===== src/hdl/ppi_pkg.sv =====
// shared constants and types of the parallel port pair and its bus master
package ppi_pkg;
    // ==================================================
    // register select codes on the two address lines
    localparam logic [1:0] SEL_A = 2'h0;
    localparam logic [1:0] SEL_B = 2'h1;
    localparam logic [1:0] SEL_C = 2'h2;
    localparam logic [1:0] SEL_CTRL = 2'h3;
    // ==================================================
    // control word layout
    localparam int CW_MODESET = 7;
    localparam int CW_AMODE_HI = 6;
    localparam int CW_AMODE_LO = 5;
    localparam int CW_ADIR = 4;
    localparam int CW_CHDIR = 3;
    localparam int CW_BMODE = 2;
    localparam int CW_BDIR = 1;
    localparam int CW_CLDIR = 0;
    localparam int BSR_SEL_HI = 3;
    localparam int BSR_SEL_LO = 1;
    localparam int BSR_VAL = 0;
    localparam logic [7:0] CW_RESET = 8'h9b;
    localparam logic [7:0] C_MASK_A1 = 8'h38;
    localparam logic [7:0] C_MASK_B1 = 8'h07;
    // ==================================================
    // third register bit roles
    localparam int C_B_STB = 2;
    localparam int C_A_STB = 4;
    localparam int C_KEY_CLR = 6;
    localparam int C_RTC = 7;
    localparam int C_EN_LO = 4;
    // status bits of the first register on the status port
    localparam int ST_JMP_LO = 2;
    localparam int ST_CD = 4;
    localparam int ST_CTS = 5;
    localparam int ST_KEY = 6;
    localparam int ST_RTC = 7;
    // ==================================================
    // timing
    localparam int CLK_HZ = 40000000;
    localparam int CLK_NS = 25;
    localparam int RTC_MS = 10;
    localparam int RTC_CYC = CLK_HZ / 1000 * RTC_MS;
    localparam int STROBE_NS = 75;
    localparam int STROBE_CYC = (STROBE_NS + CLK_NS - 1) / CLK_NS;
    // ==================================================
    // host wishbone map
    localparam logic [7:0] WB_CMD = 8'h00;
    localparam logic [7:0] WB_STAT = 8'h04;
    localparam int CMD_ADDR_LO = 8;
    localparam int CMD_PORT = 10;
    localparam int CMD_READ = 11;
    localparam int STAT_BUSY = 0;
    localparam int STAT_RD_LO = 8;
    typedef enum logic [1:0] {
        H_IDLE = 2'b00,
        H_SETUP = 2'b01,
        H_STROBE = 2'b10,
        H_HOLD = 2'b11
    } ppi_hstate_t;
endpackage


===== src/hdl/ppi_bus_if.sv =====
// processor-side link between the bus master and the two port chips
interface ppi_bus_if;
    logic [1:0] cs_n;
    logic [1:0] addr;
    logic rd_n;
    logic wr_n;
    logic [7:0] h_data;
    logic h_oe;
    logic [7:0] d_data;
    logic d_oe;
    modport host (output cs_n, addr, rd_n, wr_n, h_data, h_oe, input d_data, d_oe);
    modport dev (input cs_n, addr, rd_n, wr_n, h_data, h_oe, output d_data, d_oe);
endinterface


===== src/hdl/ppi_dev.sv =====
// two programmable parallel port chips with baud counter, keyboard and clock glue
//
// The implementer's own choice: the Wishbone slave port.
module ppi_core
    import ppi_pkg::*;
(
    input wire logic clk_i,          // clock
    input wire logic rst_i,          // sync reset
    input wire logic wr_stb_i,       // one-cycle write pulse, selected
    input wire logic [1:0] addr_i,   // register select
    input wire logic [7:0] wdata_i,  // write data
    input wire logic [7:0] a_pin_i,  // port a pins
    input wire logic [7:0] b_pin_i,  // port b pins
    input wire logic [7:0] c_pin_i,  // port c pins
    output logic [7:0] rdata_o,      // read value
    output logic [7:0] b_o,          // port b output latch
    output logic [7:0] c_o,          // port c output latch
    output logic flag_o,             // strobed-input flag
    output logic busy_o              // strobed-input busy
);
    logic [7:0] cw_r, a_out_r, b_out_r, c_out_r, a_lat_r, b_lat_r, c_oe;
    logic flag_r, busy_r, stb_a_d_r, m1a, m1b, set_flag;
    // mode 2 codes fall back to mode 1, the bidirectional bus is not built
    assign m1a = cw_r[CW_AMODE_HI] | cw_r[CW_AMODE_LO];
    assign m1b = cw_r[CW_BMODE];
    // handshake bits of a strobed register are never driven
    assign c_oe = {{4{~cw_r[CW_CHDIR]}}, {4{~cw_r[CW_CLDIR]}}}
                  & ~(m1a ? C_MASK_A1 : 8'h00) & ~(m1b ? C_MASK_B1 : 8'h00);
    assign set_flag = m1a & c_pin_i[C_A_STB] & ~stb_a_d_r & ~busy_r & c_out_r[C_KEY_CLR];
    assign b_o = b_out_r;
    assign c_o = c_out_r;
    assign flag_o = flag_r;
    assign busy_o = busy_r;
    // ==================================================
    // control word: mode set only, set/reset form leaves it alone
    always_ff @(posedge clk_i) begin
        if (rst_i) begin
            cw_r <= CW_RESET;
        end else if (wr_stb_i && addr_i == SEL_CTRL && wdata_i[CW_MODESET]) begin
            cw_r <= wdata_i;
        end
    end
    // output latches; a mode set clears them
    always_ff @(posedge clk_i) begin
        if (rst_i) begin
            a_out_r <= 8'h00;
            b_out_r <= 8'h00;
            c_out_r <= 8'h00;
        end else if (wr_stb_i) begin
            unique case (addr_i)
                SEL_A: a_out_r <= wdata_i;
                SEL_B: b_out_r <= wdata_i;
                SEL_C: c_out_r <= wdata_i;
                SEL_CTRL: begin
                    if (wdata_i[CW_MODESET]) begin
                        a_out_r <= 8'h00;
                        b_out_r <= 8'h00;
                        c_out_r <= 8'h00;
                    end else begin
                        c_out_r[wdata_i[BSR_SEL_HI:BSR_SEL_LO]] <= wdata_i[BSR_VAL];
                    end
                end
            endcase
        end
    end
    // strobed input latches: transparent while strobe low (a only while not busy), held after
    always_ff @(posedge clk_i) begin
        if (rst_i) begin
            a_lat_r <= 8'h00;
            b_lat_r <= 8'h00;
        end else begin
            if (m1a && !c_pin_i[C_A_STB] && !busy_r) begin
                a_lat_r <= a_pin_i;
            end
            if (m1b && !c_pin_i[C_B_STB]) begin
                b_lat_r <= b_pin_i;
            end
        end
    end
    // flag: a low c6 holds it clear and also blocks the set
    always_ff @(posedge clk_i) begin
        if (rst_i) begin
            stb_a_d_r <= 1'b1;
            flag_r <= 1'b0;
        end else begin
            stb_a_d_r <= c_pin_i[C_A_STB];
            if (set_flag) begin
                flag_r <= 1'b1;
            end else if (!c_out_r[C_KEY_CLR]) begin
                flag_r <= 1'b0;
            end
        end
    end
    // busy drops only once flag is clear and c6 is high again
    always_ff @(posedge clk_i) begin
        if (rst_i) begin
            busy_r <= 1'b0;
        end else if (set_flag) begin
            busy_r <= 1'b1;
        end else if (!flag_r && c_out_r[C_KEY_CLR]) begin
            busy_r <= 1'b0;
        end
    end
    // read mux: mode 0 inputs pass straight from the pins
    always_comb begin
        rdata_o = 8'h00;
        unique case (addr_i)
            SEL_A: rdata_o = cw_r[CW_ADIR] ? (m1a ? a_lat_r : a_pin_i) : a_out_r;
            SEL_B: rdata_o = cw_r[CW_BDIR] ? (m1b ? b_lat_r : b_pin_i) : b_out_r;
            SEL_C: rdata_o = (c_out_r & c_oe) | (c_pin_i & ~c_oe);
            SEL_CTRL: rdata_o = 8'h00;
        endcase
    end
endmodule

module ppi_dev
    import ppi_pkg::*;
#(
    parameter int RTC_CYCLES = RTC_CYC  // one-shot length in clocks
) (
    input wire logic clk_i,           // clock, processor phase two
    input wire logic rst_i,           // sync reset
    ppi_bus_if.dev bus,               // processor link
    input wire logic cd_i,            // carrier detect
    input wire logic cts_i,           // clear to send
    input wire logic [1:0] jumper_i,  // line option jumpers
    input wire logic rx_ready_i,      // serial receive ready
    input wire logic tx_ready_i,      // serial send ready
    input wire logic [7:0] key_data_i, // keyboard data
    input wire logic key_strobe_n_i,  // keyboard strobe, low
    input wire logic [7:0] fkey_i,    // function keys and options
    input wire logic sync_i,          // processor sync
    output logic baud_clk_o,          // serial clock square wave
    output logic key_busy_o,          // keyboard busy
    output logic rtc_run_o,           // one-shot running
    output logic irq_o                // processor interrupt request
);
    localparam int RW = $clog2(RTC_CYCLES + 1);
    logic wr_d_r, wr_stb, one_sel, baud_r, c7_d_r, rtc_run_r, rtc_irq_r, irq_r;
    logic [7:0] rd1, rd2, factor, en1, c2, d_data_r, cnt_r;
    logic d_oe_r, key_flag, key_busy;
    logic [RW-1:0] rtc_cnt_r;
    // ==================================================
    // write pulse on the falling write strobe, data is valid with it
    assign wr_stb = ~bus.wr_n & wr_d_r;
    assign one_sel = bus.cs_n[0] ^ bus.cs_n[1];
    always_ff @(posedge clk_i) begin
        if (rst_i) begin
            wr_d_r <= 1'b1;
        end else begin
            wr_d_r <= bus.wr_n;
        end
    end
    // status port: its a register carries the board status
    ppi_core u_stat (
        .clk_i(clk_i), .rst_i(rst_i), .wr_stb_i(wr_stb & ~bus.cs_n[0]),
        .addr_i(bus.addr), .wdata_i(bus.h_data),
        .a_pin_i({rtc_irq_r, key_flag, cts_i, cd_i, jumper_i, 2'b00}),
        .b_pin_i(8'h00), .c_pin_i(8'h00),
        .rdata_o(rd1), .b_o(factor), .c_o(en1), .flag_o(), .busy_o()
    );
    // keyboard port: sync inverted so b latches while sync is high
    ppi_core u_key (
        .clk_i(clk_i), .rst_i(rst_i), .wr_stb_i(wr_stb & ~bus.cs_n[1]),
        .addr_i(bus.addr), .wdata_i(bus.h_data),
        .a_pin_i(key_data_i), .b_pin_i(fkey_i),
        .c_pin_i({3'b000, key_strobe_n_i, 1'b0, ~sync_i, 2'b00}),
        .rdata_o(rd2), .b_o(), .c_o(c2), .flag_o(key_flag), .busy_o(key_busy)
    );
    // read data registered; nothing is driven if two selects overlap
    always_ff @(posedge clk_i) begin
        if (rst_i) begin
            d_data_r <= 8'h00;
            d_oe_r <= 1'b0;
        end else begin
            d_data_r <= bus.cs_n[0] ? rd2 : rd1;
            d_oe_r <= ~bus.rd_n & one_sel;
        end
    end
    assign bus.d_data = d_data_r;
    assign bus.d_oe = d_oe_r;
    // ==================================================
    // baud counter; the factor is sampled only at reload time
    always_ff @(posedge clk_i) begin
        if (rst_i) begin
            cnt_r <= 8'h00;
            baud_r <= 1'b0;
        end else if (&cnt_r) begin
            cnt_r <= factor;
            baud_r <= ~baud_r;
        end else begin
            cnt_r <= cnt_r + 8'h01;
        end
    end
    // ==================================================
    // one-shot: non-retriggerable, a rise while running is ignored
    always_ff @(posedge clk_i) begin
        if (rst_i) begin
            c7_d_r <= 1'b0;
            rtc_run_r <= 1'b0;
            rtc_cnt_r <= '0;
        end else begin
            c7_d_r <= c2[C_RTC];
            if (c2[C_RTC] && !c7_d_r && !rtc_run_r) begin
                rtc_run_r <= 1'b1;
                rtc_cnt_r <= RW'(RTC_CYCLES - 1);
            end else if (rtc_run_r) begin
                if (rtc_cnt_r == '0) begin
                    rtc_run_r <= 1'b0;
                end else begin
                    rtc_cnt_r <= rtc_cnt_r - RW'(1);
                end
            end
        end
    end
    // clock interrupt: set at expiry, cleared by the low re-arm, set wins
    always_ff @(posedge clk_i) begin
        if (rst_i) begin
            rtc_irq_r <= 1'b0;
        end else if (rtc_run_r && rtc_cnt_r == '0) begin
            rtc_irq_r <= 1'b1;
        end else if (!c2[C_RTC]) begin
            rtc_irq_r <= 1'b0;
        end
    end
    // interrupt request gated by the status port enable bits
    always_ff @(posedge clk_i) begin
        if (rst_i) begin
            irq_r <= 1'b0;
        end else begin
            irq_r <= |({rtc_irq_r, key_flag, tx_ready_i, rx_ready_i} & en1[C_EN_LO+3:C_EN_LO]);
        end
    end
    assign baud_clk_o = baud_r;
    assign key_busy_o = key_busy;
    assign rtc_run_o = rtc_run_r;
    assign irq_o = irq_r;
endmodule


===== src/flat_wrapper.sv =====
// flat-port wrapper written by rule: the top's interface ports become plain ports
module ppi_dev_flat import ppi_pkg::*;
#(
    parameter int RTC_CYCLES = RTC_CYC                              
)
  (clk_i, rst_i, cd_i, cts_i, jumper_i, rx_ready_i, tx_ready_i, key_data_i, key_strobe_n_i, fkey_i, sync_i, baud_clk_o, key_busy_o, rtc_run_o, irq_o, bus_cs_n, bus_addr, bus_rd_n, bus_wr_n, bus_h_data, bus_h_oe, bus_d_data, bus_d_oe);
  ppi_bus_if bus_i ();
  input wire logic clk_i;
  input wire logic rst_i;
  input wire logic cd_i;
  input wire logic cts_i;
  input wire logic [1:0] jumper_i;
  input wire logic rx_ready_i;
  input wire logic tx_ready_i;
  input wire logic [7:0] key_data_i;
  input wire logic key_strobe_n_i;
  input wire logic [7:0] fkey_i;
  input wire logic sync_i;
  output logic baud_clk_o;
  output logic key_busy_o;
  output logic rtc_run_o;
  output logic irq_o;
  input wire logic [$bits(bus_i.cs_n)-1:0] bus_cs_n;
  input wire logic [$bits(bus_i.addr)-1:0] bus_addr;
  input wire logic [$bits(bus_i.rd_n)-1:0] bus_rd_n;
  input wire logic [$bits(bus_i.wr_n)-1:0] bus_wr_n;
  input wire logic [$bits(bus_i.h_data)-1:0] bus_h_data;
  input wire logic [$bits(bus_i.h_oe)-1:0] bus_h_oe;
  output wire logic [$bits(bus_i.d_data)-1:0] bus_d_data;
  output wire logic [$bits(bus_i.d_oe)-1:0] bus_d_oe;
  assign bus_i.cs_n = bus_cs_n;
  assign bus_i.addr = bus_addr;
  assign bus_i.rd_n = bus_rd_n;
  assign bus_i.wr_n = bus_wr_n;
  assign bus_i.h_data = bus_h_data;
  assign bus_i.h_oe = bus_h_oe;
  assign bus_d_data = bus_i.d_data;
  assign bus_d_oe = bus_i.d_oe;
  ppi_dev #(.RTC_CYCLES(RTC_CYCLES)) u_core (.clk_i(clk_i), .rst_i(rst_i), .bus(bus_i), .cd_i(cd_i), .cts_i(cts_i), .jumper_i(jumper_i), .rx_ready_i(rx_ready_i), .tx_ready_i(tx_ready_i), .key_data_i(key_data_i), .key_strobe_n_i(key_strobe_n_i), .fkey_i(fkey_i), .sync_i(sync_i), .baud_clk_o(baud_clk_o), .key_busy_o(key_busy_o), .rtc_run_o(rtc_run_o), .irq_o(irq_o));
endmodule

===== config.mk =====
export PLATFORM = sky130hd
export DESIGN_NAME = ppi_dev_flat
export DESIGN_NICKNAME = d
export VERILOG_FILES = /design/src/hdl/ppi_pkg.sv /design/src/hdl/ppi_bus_if.sv /design/src/hdl/ppi_dev.sv /design/src/flat_wrapper.sv
export SDC_FILE = /design/constraint.sdc
export NUM_CORES = 1
export LEC_CHECK = 0
export BUFFER_PORTS_ARGS = -buffer_cell sky130_fd_sc_hd__buf_2
export CAP_MARGIN = 15
export CORE_ASPECT_RATIO = 1.5
export CORE_UTILIZATION = 40
export DETAILED_ROUTE_END_ITERATION = 8
export PLACE_DENSITY = 0.63
export SLEW_MARGIN = 10
export SYNTH_ARGS = -nofsm -noshare
export SYNTH_HDL_FRONTEND = slang
export SYNTH_SLANG_ARGS = --single-unit

===== constraint.sdc =====
create_clock -name clk_i -period 2.16 [get_ports clk_i]
set_clock_uncertainty 0.05 [all_clocks]
set_input_delay 0.216 -clock clk_i [delete_from_list [all_inputs] [get_ports clk_i]]
set_output_delay 0.216 -clock clk_i [all_outputs]
set_load 0.01 [all_outputs]

==> tab_implementation.tex <==
\begin{tabular}{lr}
\hline
Metric & Value \\
\hline
\multicolumn{2}{l}{\textbf{Outcome}} \\
Status & completed \\
\multicolumn{2}{l}{\textbf{Detailed routing}} \\
Post-DR wirelength/cell & 18.7 um \\
DRC errors left & 0 \\
ANT nets after route & 0 \\
Count of routing violations after the opening detailed-route iteration & $\sim$430 \\
Number of search-and-repair iterations in the first detailed-routing pass & 5 \\
Routed vias & approximately 6000 \\
Drt total wl & about 19000 um \\
Per-cell via count in the routed design & between 5 and 6 \\
\multicolumn{2}{l}{\textbf{Power}} \\
Peak VDD IR & roughly 500 uV \\
Static power due to leakage & $\sim$3.0 nW \\
Power density cells & roughly 830 nW/um2 \\
\multicolumn{2}{l}{\textbf{STA}} \\
Max Clock Freq & between 400 and 500 MHz \\
Total Neg Setup Slack & 0 ns \\
RSZ-0062 raised after global routing & false \\
Final critical path time including I/O delays and setup & approximately 2 ns \\
Transition at the pin with the smallest max-transition slack & about 0.59 ns \\
Number of endpoints failing setup at the final stage & 0 \\
Tightest slew margin relative to the limit & between 60 and 70\% \\
Final hold vios & 0 \\
Final period utilization & a little over nine tenths \\
Max-slew violation total from the final report & 0 \\
\multicolumn{2}{l}{\textbf{Placement}} \\
Count of input and output buffers & 52 \\
Global placer's final weighted congestion & just under 0.9 \\
DP Wirelength & approximately 14000 um \\
Cell area after placement & $\sim$6800 um2 \\
\multicolumn{2}{l}{\textbf{Clock tree}} \\
H-tree depth reported by CTS & 4 \\
\# clock sinks & between 100 and 150 \\
Maximum buffer depth of the clock tree & 2 \\
Clock latency reported for the late side of the worst-skew pair & slightly above 0.4 ns \\
Number of buffers inserted during clock tree synthesis & 17 \\
Master cell of the clock root buffer & sky130\_fd\_sc\_hd\_\_clkbuf\_16 \\
Clock-pin slew of the registers on the worst-case setup and hold paths & approximately 0.060 ns \\
CTS tree & done \\
\multicolumn{2}{l}{\textbf{Yosys}} \\
Most common cell in the netlist & sky130\_fd\_sc\_hd\_\_dfxtp\_1 \\
Most frequently used flop master after synthesis & sky130\_fd\_sc\_hd\_\_dfxtp\_1 \\
List of most frequent post-synthesis cells & 129 x sky130\_fd\_sc\_hd\_\_dfxtp\_1, 89 x sky130\_fd\_sc\_hd\_\_nor2\_1, 59 x sky130\_fd\_sc\_hd\_\_mux2i\_1 \\
Cells taking the most area after synthesis & sky130\_fd\_sc\_hd\_\_dfxtp\_1 41\%, sky130\_fd\_sc\_hd\_\_mux2i\_1 9.4\%, sky130\_fd\_sc\_hd\_\_nor2\_1 5.3\%, sky130\_fd\_sc\_hd\_\_a21oi\_1 4.6\%, sky130\_fd\_sc\_hd\_\_nand2\_1 3.4\% \\
Mapped Avg Cell Area & around 8.6 um2 \\
Yosys warning total & 0 \\
Post-Synthesis Cell Area & between 6000 and 7000 um2 \\
Gate count of the mapped netlist & approximately 730 \\
Mapped Nets & 769 \\
Share of the synthesized area in the top cell type & between 40\% and 50\% \\
Post-synth cell types & 67 \\
Sequential area share after synthesis & between 40\% and 50\% \\
Count of state elements after synthesis & 129 \\
Number of synthesized flops with an enable pin & 0 \\
Ys async rst share & 0\% \\
Largest area contributor in the netlist & sky130\_fd\_sc\_hd\_\_dfxtp\_1 \\
\multicolumn{2}{l}{\textbf{Floorplanning}} \\
Initial cell density of the core & between 40\% and 50\% \\
Cell row count & 55 \\
Total Die Area & between 15000 and 20000 um2 \\
Floorplan die height & approximately 160 um \\
Num ports & 54 \\
Floorplan Core Area & roughly 15000 um2 \\
X dimension of the die & between 100 and 150 um \\
\multicolumn{2}{l}{\textbf{Final layout}} \\
Combined area of the multi-input logic cells & roughly 3400 um2 \\
Sequential Area & 2580 um2 \\
Layout Nets & between 800 and 900 \\
Share of cells above drive strength 1 & a little under a fifth \\
Area growth from synthesis to layout & 19.4\% \\
Final standard cell area without fillers & approximately 7500 um2 \\
Antenna cells & 0 \\
Number of filler cells placed in the layout & 1412 \\
\multicolumn{2}{l}{\textbf{Worst setup path}} \\
CP arrival & $\sim$2.3 ns \\
Critical Path Fanout Max & 7 \\
Worst setup EP type & flop \\
Nature of the critical path startpoint & flop \\
CP Class & reg -> reg \\
Required time of the critical path & $\sim$2.4 ns \\
\multicolumn{2}{l}{\textbf{GRT}} \\
Via count of the first global-routing pass & roughly 5700 \\
Initial antenna violation count & 0 \\
Pin count of the biggest net entering global routing & between 40 and 50 \\
Total Routing Usage GR & approximately 23\% \\
Remaining Overflow, GRT & 0 \\
Wire length of the first global-routing pass & slightly below 30000 um \\
\multicolumn{2}{l}{\textbf{Min path}} \\
Type of the most critical hold path & in -> reg \\
\multicolumn{2}{l}{\textbf{Job}} \\
Reported max-cap violation count & 0 \\
\hline
\end{tabular}
[worst paths after layout]
| check | startpoint | end | slack (ns) | depth (start not counted) |
|---|---|---|---|---|
| worst max-delay path | u_core.rtc_cnt_r[5]$_SDFFE_PP0P_ | u_core.rtc_cnt_r[1]$_SDFFE_PP0P_ | 0.13 | 4 |
| worst min register to register | u_core.u_key.b_lat_r[1]$_SDFFE_PP0P_ | u_core.u_key.b_lat_r[1]$_SDFFE_PP0P_ | 0.41 | 2 |
| worst max register to register | u_core.rtc_cnt_r[5]$_SDFFE_PP0P_ | u_core.rtc_cnt_r[1]$_SDFFE_PP0P_ | 0.13 | 4 |
| worst min-delay path | key_data_i[0] | u_core.u_key.a_lat_r[0]$_SDFFE_PP0P_ | 0.007 | 3 |
[state kept, by name, summed over array words and instances, names as in the netlist, 8 cells and up]
name,cells
u_core.u_stat.c_o,8
u_core.u_key.b_o,8
u_core.u_key.a_lat_r,8
u_core.cnt_r,8
u_core.u_stat.a_out_r,8
u_core.u_key.b_lat_r,8
u_core.rtc_cnt_r,19
u_core.u_key.a_out_r,8
u_core.bus.d_data,8
u_core.u_key.c_o,8
u_core.u_stat.b_o,8
[worst max-delay path, stage by stage (launching register included)]
cell	delay (ns)
sky130_fd_sc_hd__dfxtp_1	0.38
sky130_fd_sc_hd__or4_4	0.57
sky130_fd_sc_hd__or3_1	0.37
sky130_fd_sc_hd__o21ai_2	0.19
sky130_fd_sc_hd__mux2_2	0.35
[timing repair]
| action | 4_1_cts | 5_1_grt |
|---|---|---|
| setup endpoints to repair | 0 | 6 |
| buffers inserted | 0 | 1 |
| hold endpoints to repair | 4 | 0 |
| hold buffers | 4 | 0 |
| gates resized for setup | 0 | 2 |
[layout by cell type (no fill, tap or decap), types with 4 or more instances in the layout]
cell                            instances
sky130_fd_sc_hd__o31ai_1                4
sky130_fd_sc_hd__o21ai_0               34
sky130_fd_sc_hd__buf_2                 51
sky130_fd_sc_hd__dfxtp_1              128
sky130_fd_sc_hd__o211ai_1               8
sky130_fd_sc_hd__nor4b_1                5
sky130_fd_sc_hd__dlygate4sd3_1          4
sky130_fd_sc_hd__nor2_1                89
sky130_fd_sc_hd__o21a_1                 5
sky130_fd_sc_hd__or4_1                  5
sky130_fd_sc_hd__inv_1                 16
sky130_fd_sc_hd__or3_1                  6
sky130_fd_sc_hd__a211oi_1              17
sky130_fd_sc_hd__nor3b_1                7
sky130_fd_sc_hd__and3_1                 5
sky130_fd_sc_hd__nand4_1                6
sky130_fd_sc_hd__mux2i_1               59
sky130_fd_sc_hd__a2111oi_0              6
sky130_fd_sc_hd__a311oi_1               7
sky130_fd_sc_hd__buf_4                 31
sky130_fd_sc_hd__nor4bb_1               4
sky130_fd_sc_hd__o41ai_1                4
sky130_fd_sc_hd__or2_2                  4
sky130_fd_sc_hd__a31oi_1               13
sky130_fd_sc_hd__a221oi_1               5
sky130_fd_sc_hd__clkbuf_16             17
sky130_fd_sc_hd__a21oi_1               58
sky130_fd_sc_hd__a31o_2                 6
sky130_fd_sc_hd__nand3_1               28
sky130_fd_sc_hd__or3b_2                10
sky130_fd_sc_hd__nand2_1               57
sky130_fd_sc_hd__nor3_1                17
sky130_fd_sc_hd__nor4_1                 4
[metal layers]
layer | vias up | GRT usage, % | share of wire [%]
met3 | 49 | 4.11 | 4.4
met1 | 2805 | 24.0 | 38
met4 | 0 | 14.1 | 4.6
li1 | 2803 | - | -
met5 | - | 0 | 0
met2 | 190 | 43.3 | 53
[layout make-up]
type / count / area share (%)
inverter: 16 / 0.804
clock inverter: 9 / 1.76
multi-input combinational: 536 / 46.1
clock buffer: 22 / 6.35
timing repair buffer: 86 / 7.07
sequential: 129 / 34.6
tap: 199 / 3.34
[through the flow]
step	worst slack (ns)	utilization (%)	hold slack (ns)	cells	total power, mW
3_3_place_gp	0.115	44.8	0.331	961	3.25
4_1_cts	0.0514	49.0	0.00269	996	6.20
3_5_place_dp	0.0648	44.8	0.331	961	3.27
2_1_floorplan	0.217	-	0.243	725	3.02
5_1_grt	0.0100	49.1	0.00381	997	6.39
6_report	0.134	49.1	0.00731	997	6.17
[cell families (layout without fill, tap and decap cells)]
group / Yosys count / count (layout) / share of synthesized area (%)
AOI/OAI and AO/OA: 192 / 192 / 20.1
xor gates and xnor gates: 5 / 5 / 0.701
adders and majority gates: 3 / 3 / 0.601
buffers and inverters: 60 / 133 / 3.68
DFF: 129 / 129 / 41.3
muxes: 62 / 62 / 9.99
and+or+nand+nor: 274 / 274 / 23.6
[where the power goes]
| group | internal (mW) | total, mW | switching, mW |
|---|---|---|---|
| clock network | 1.90 | 2.92 | 1.02 |
| logic | 0.295 | 0.723 | 0.428 |
| registers | 2.45 | 2.53 | 0.0742 |
Note: power is estimated with default switching activity, not from simulation.
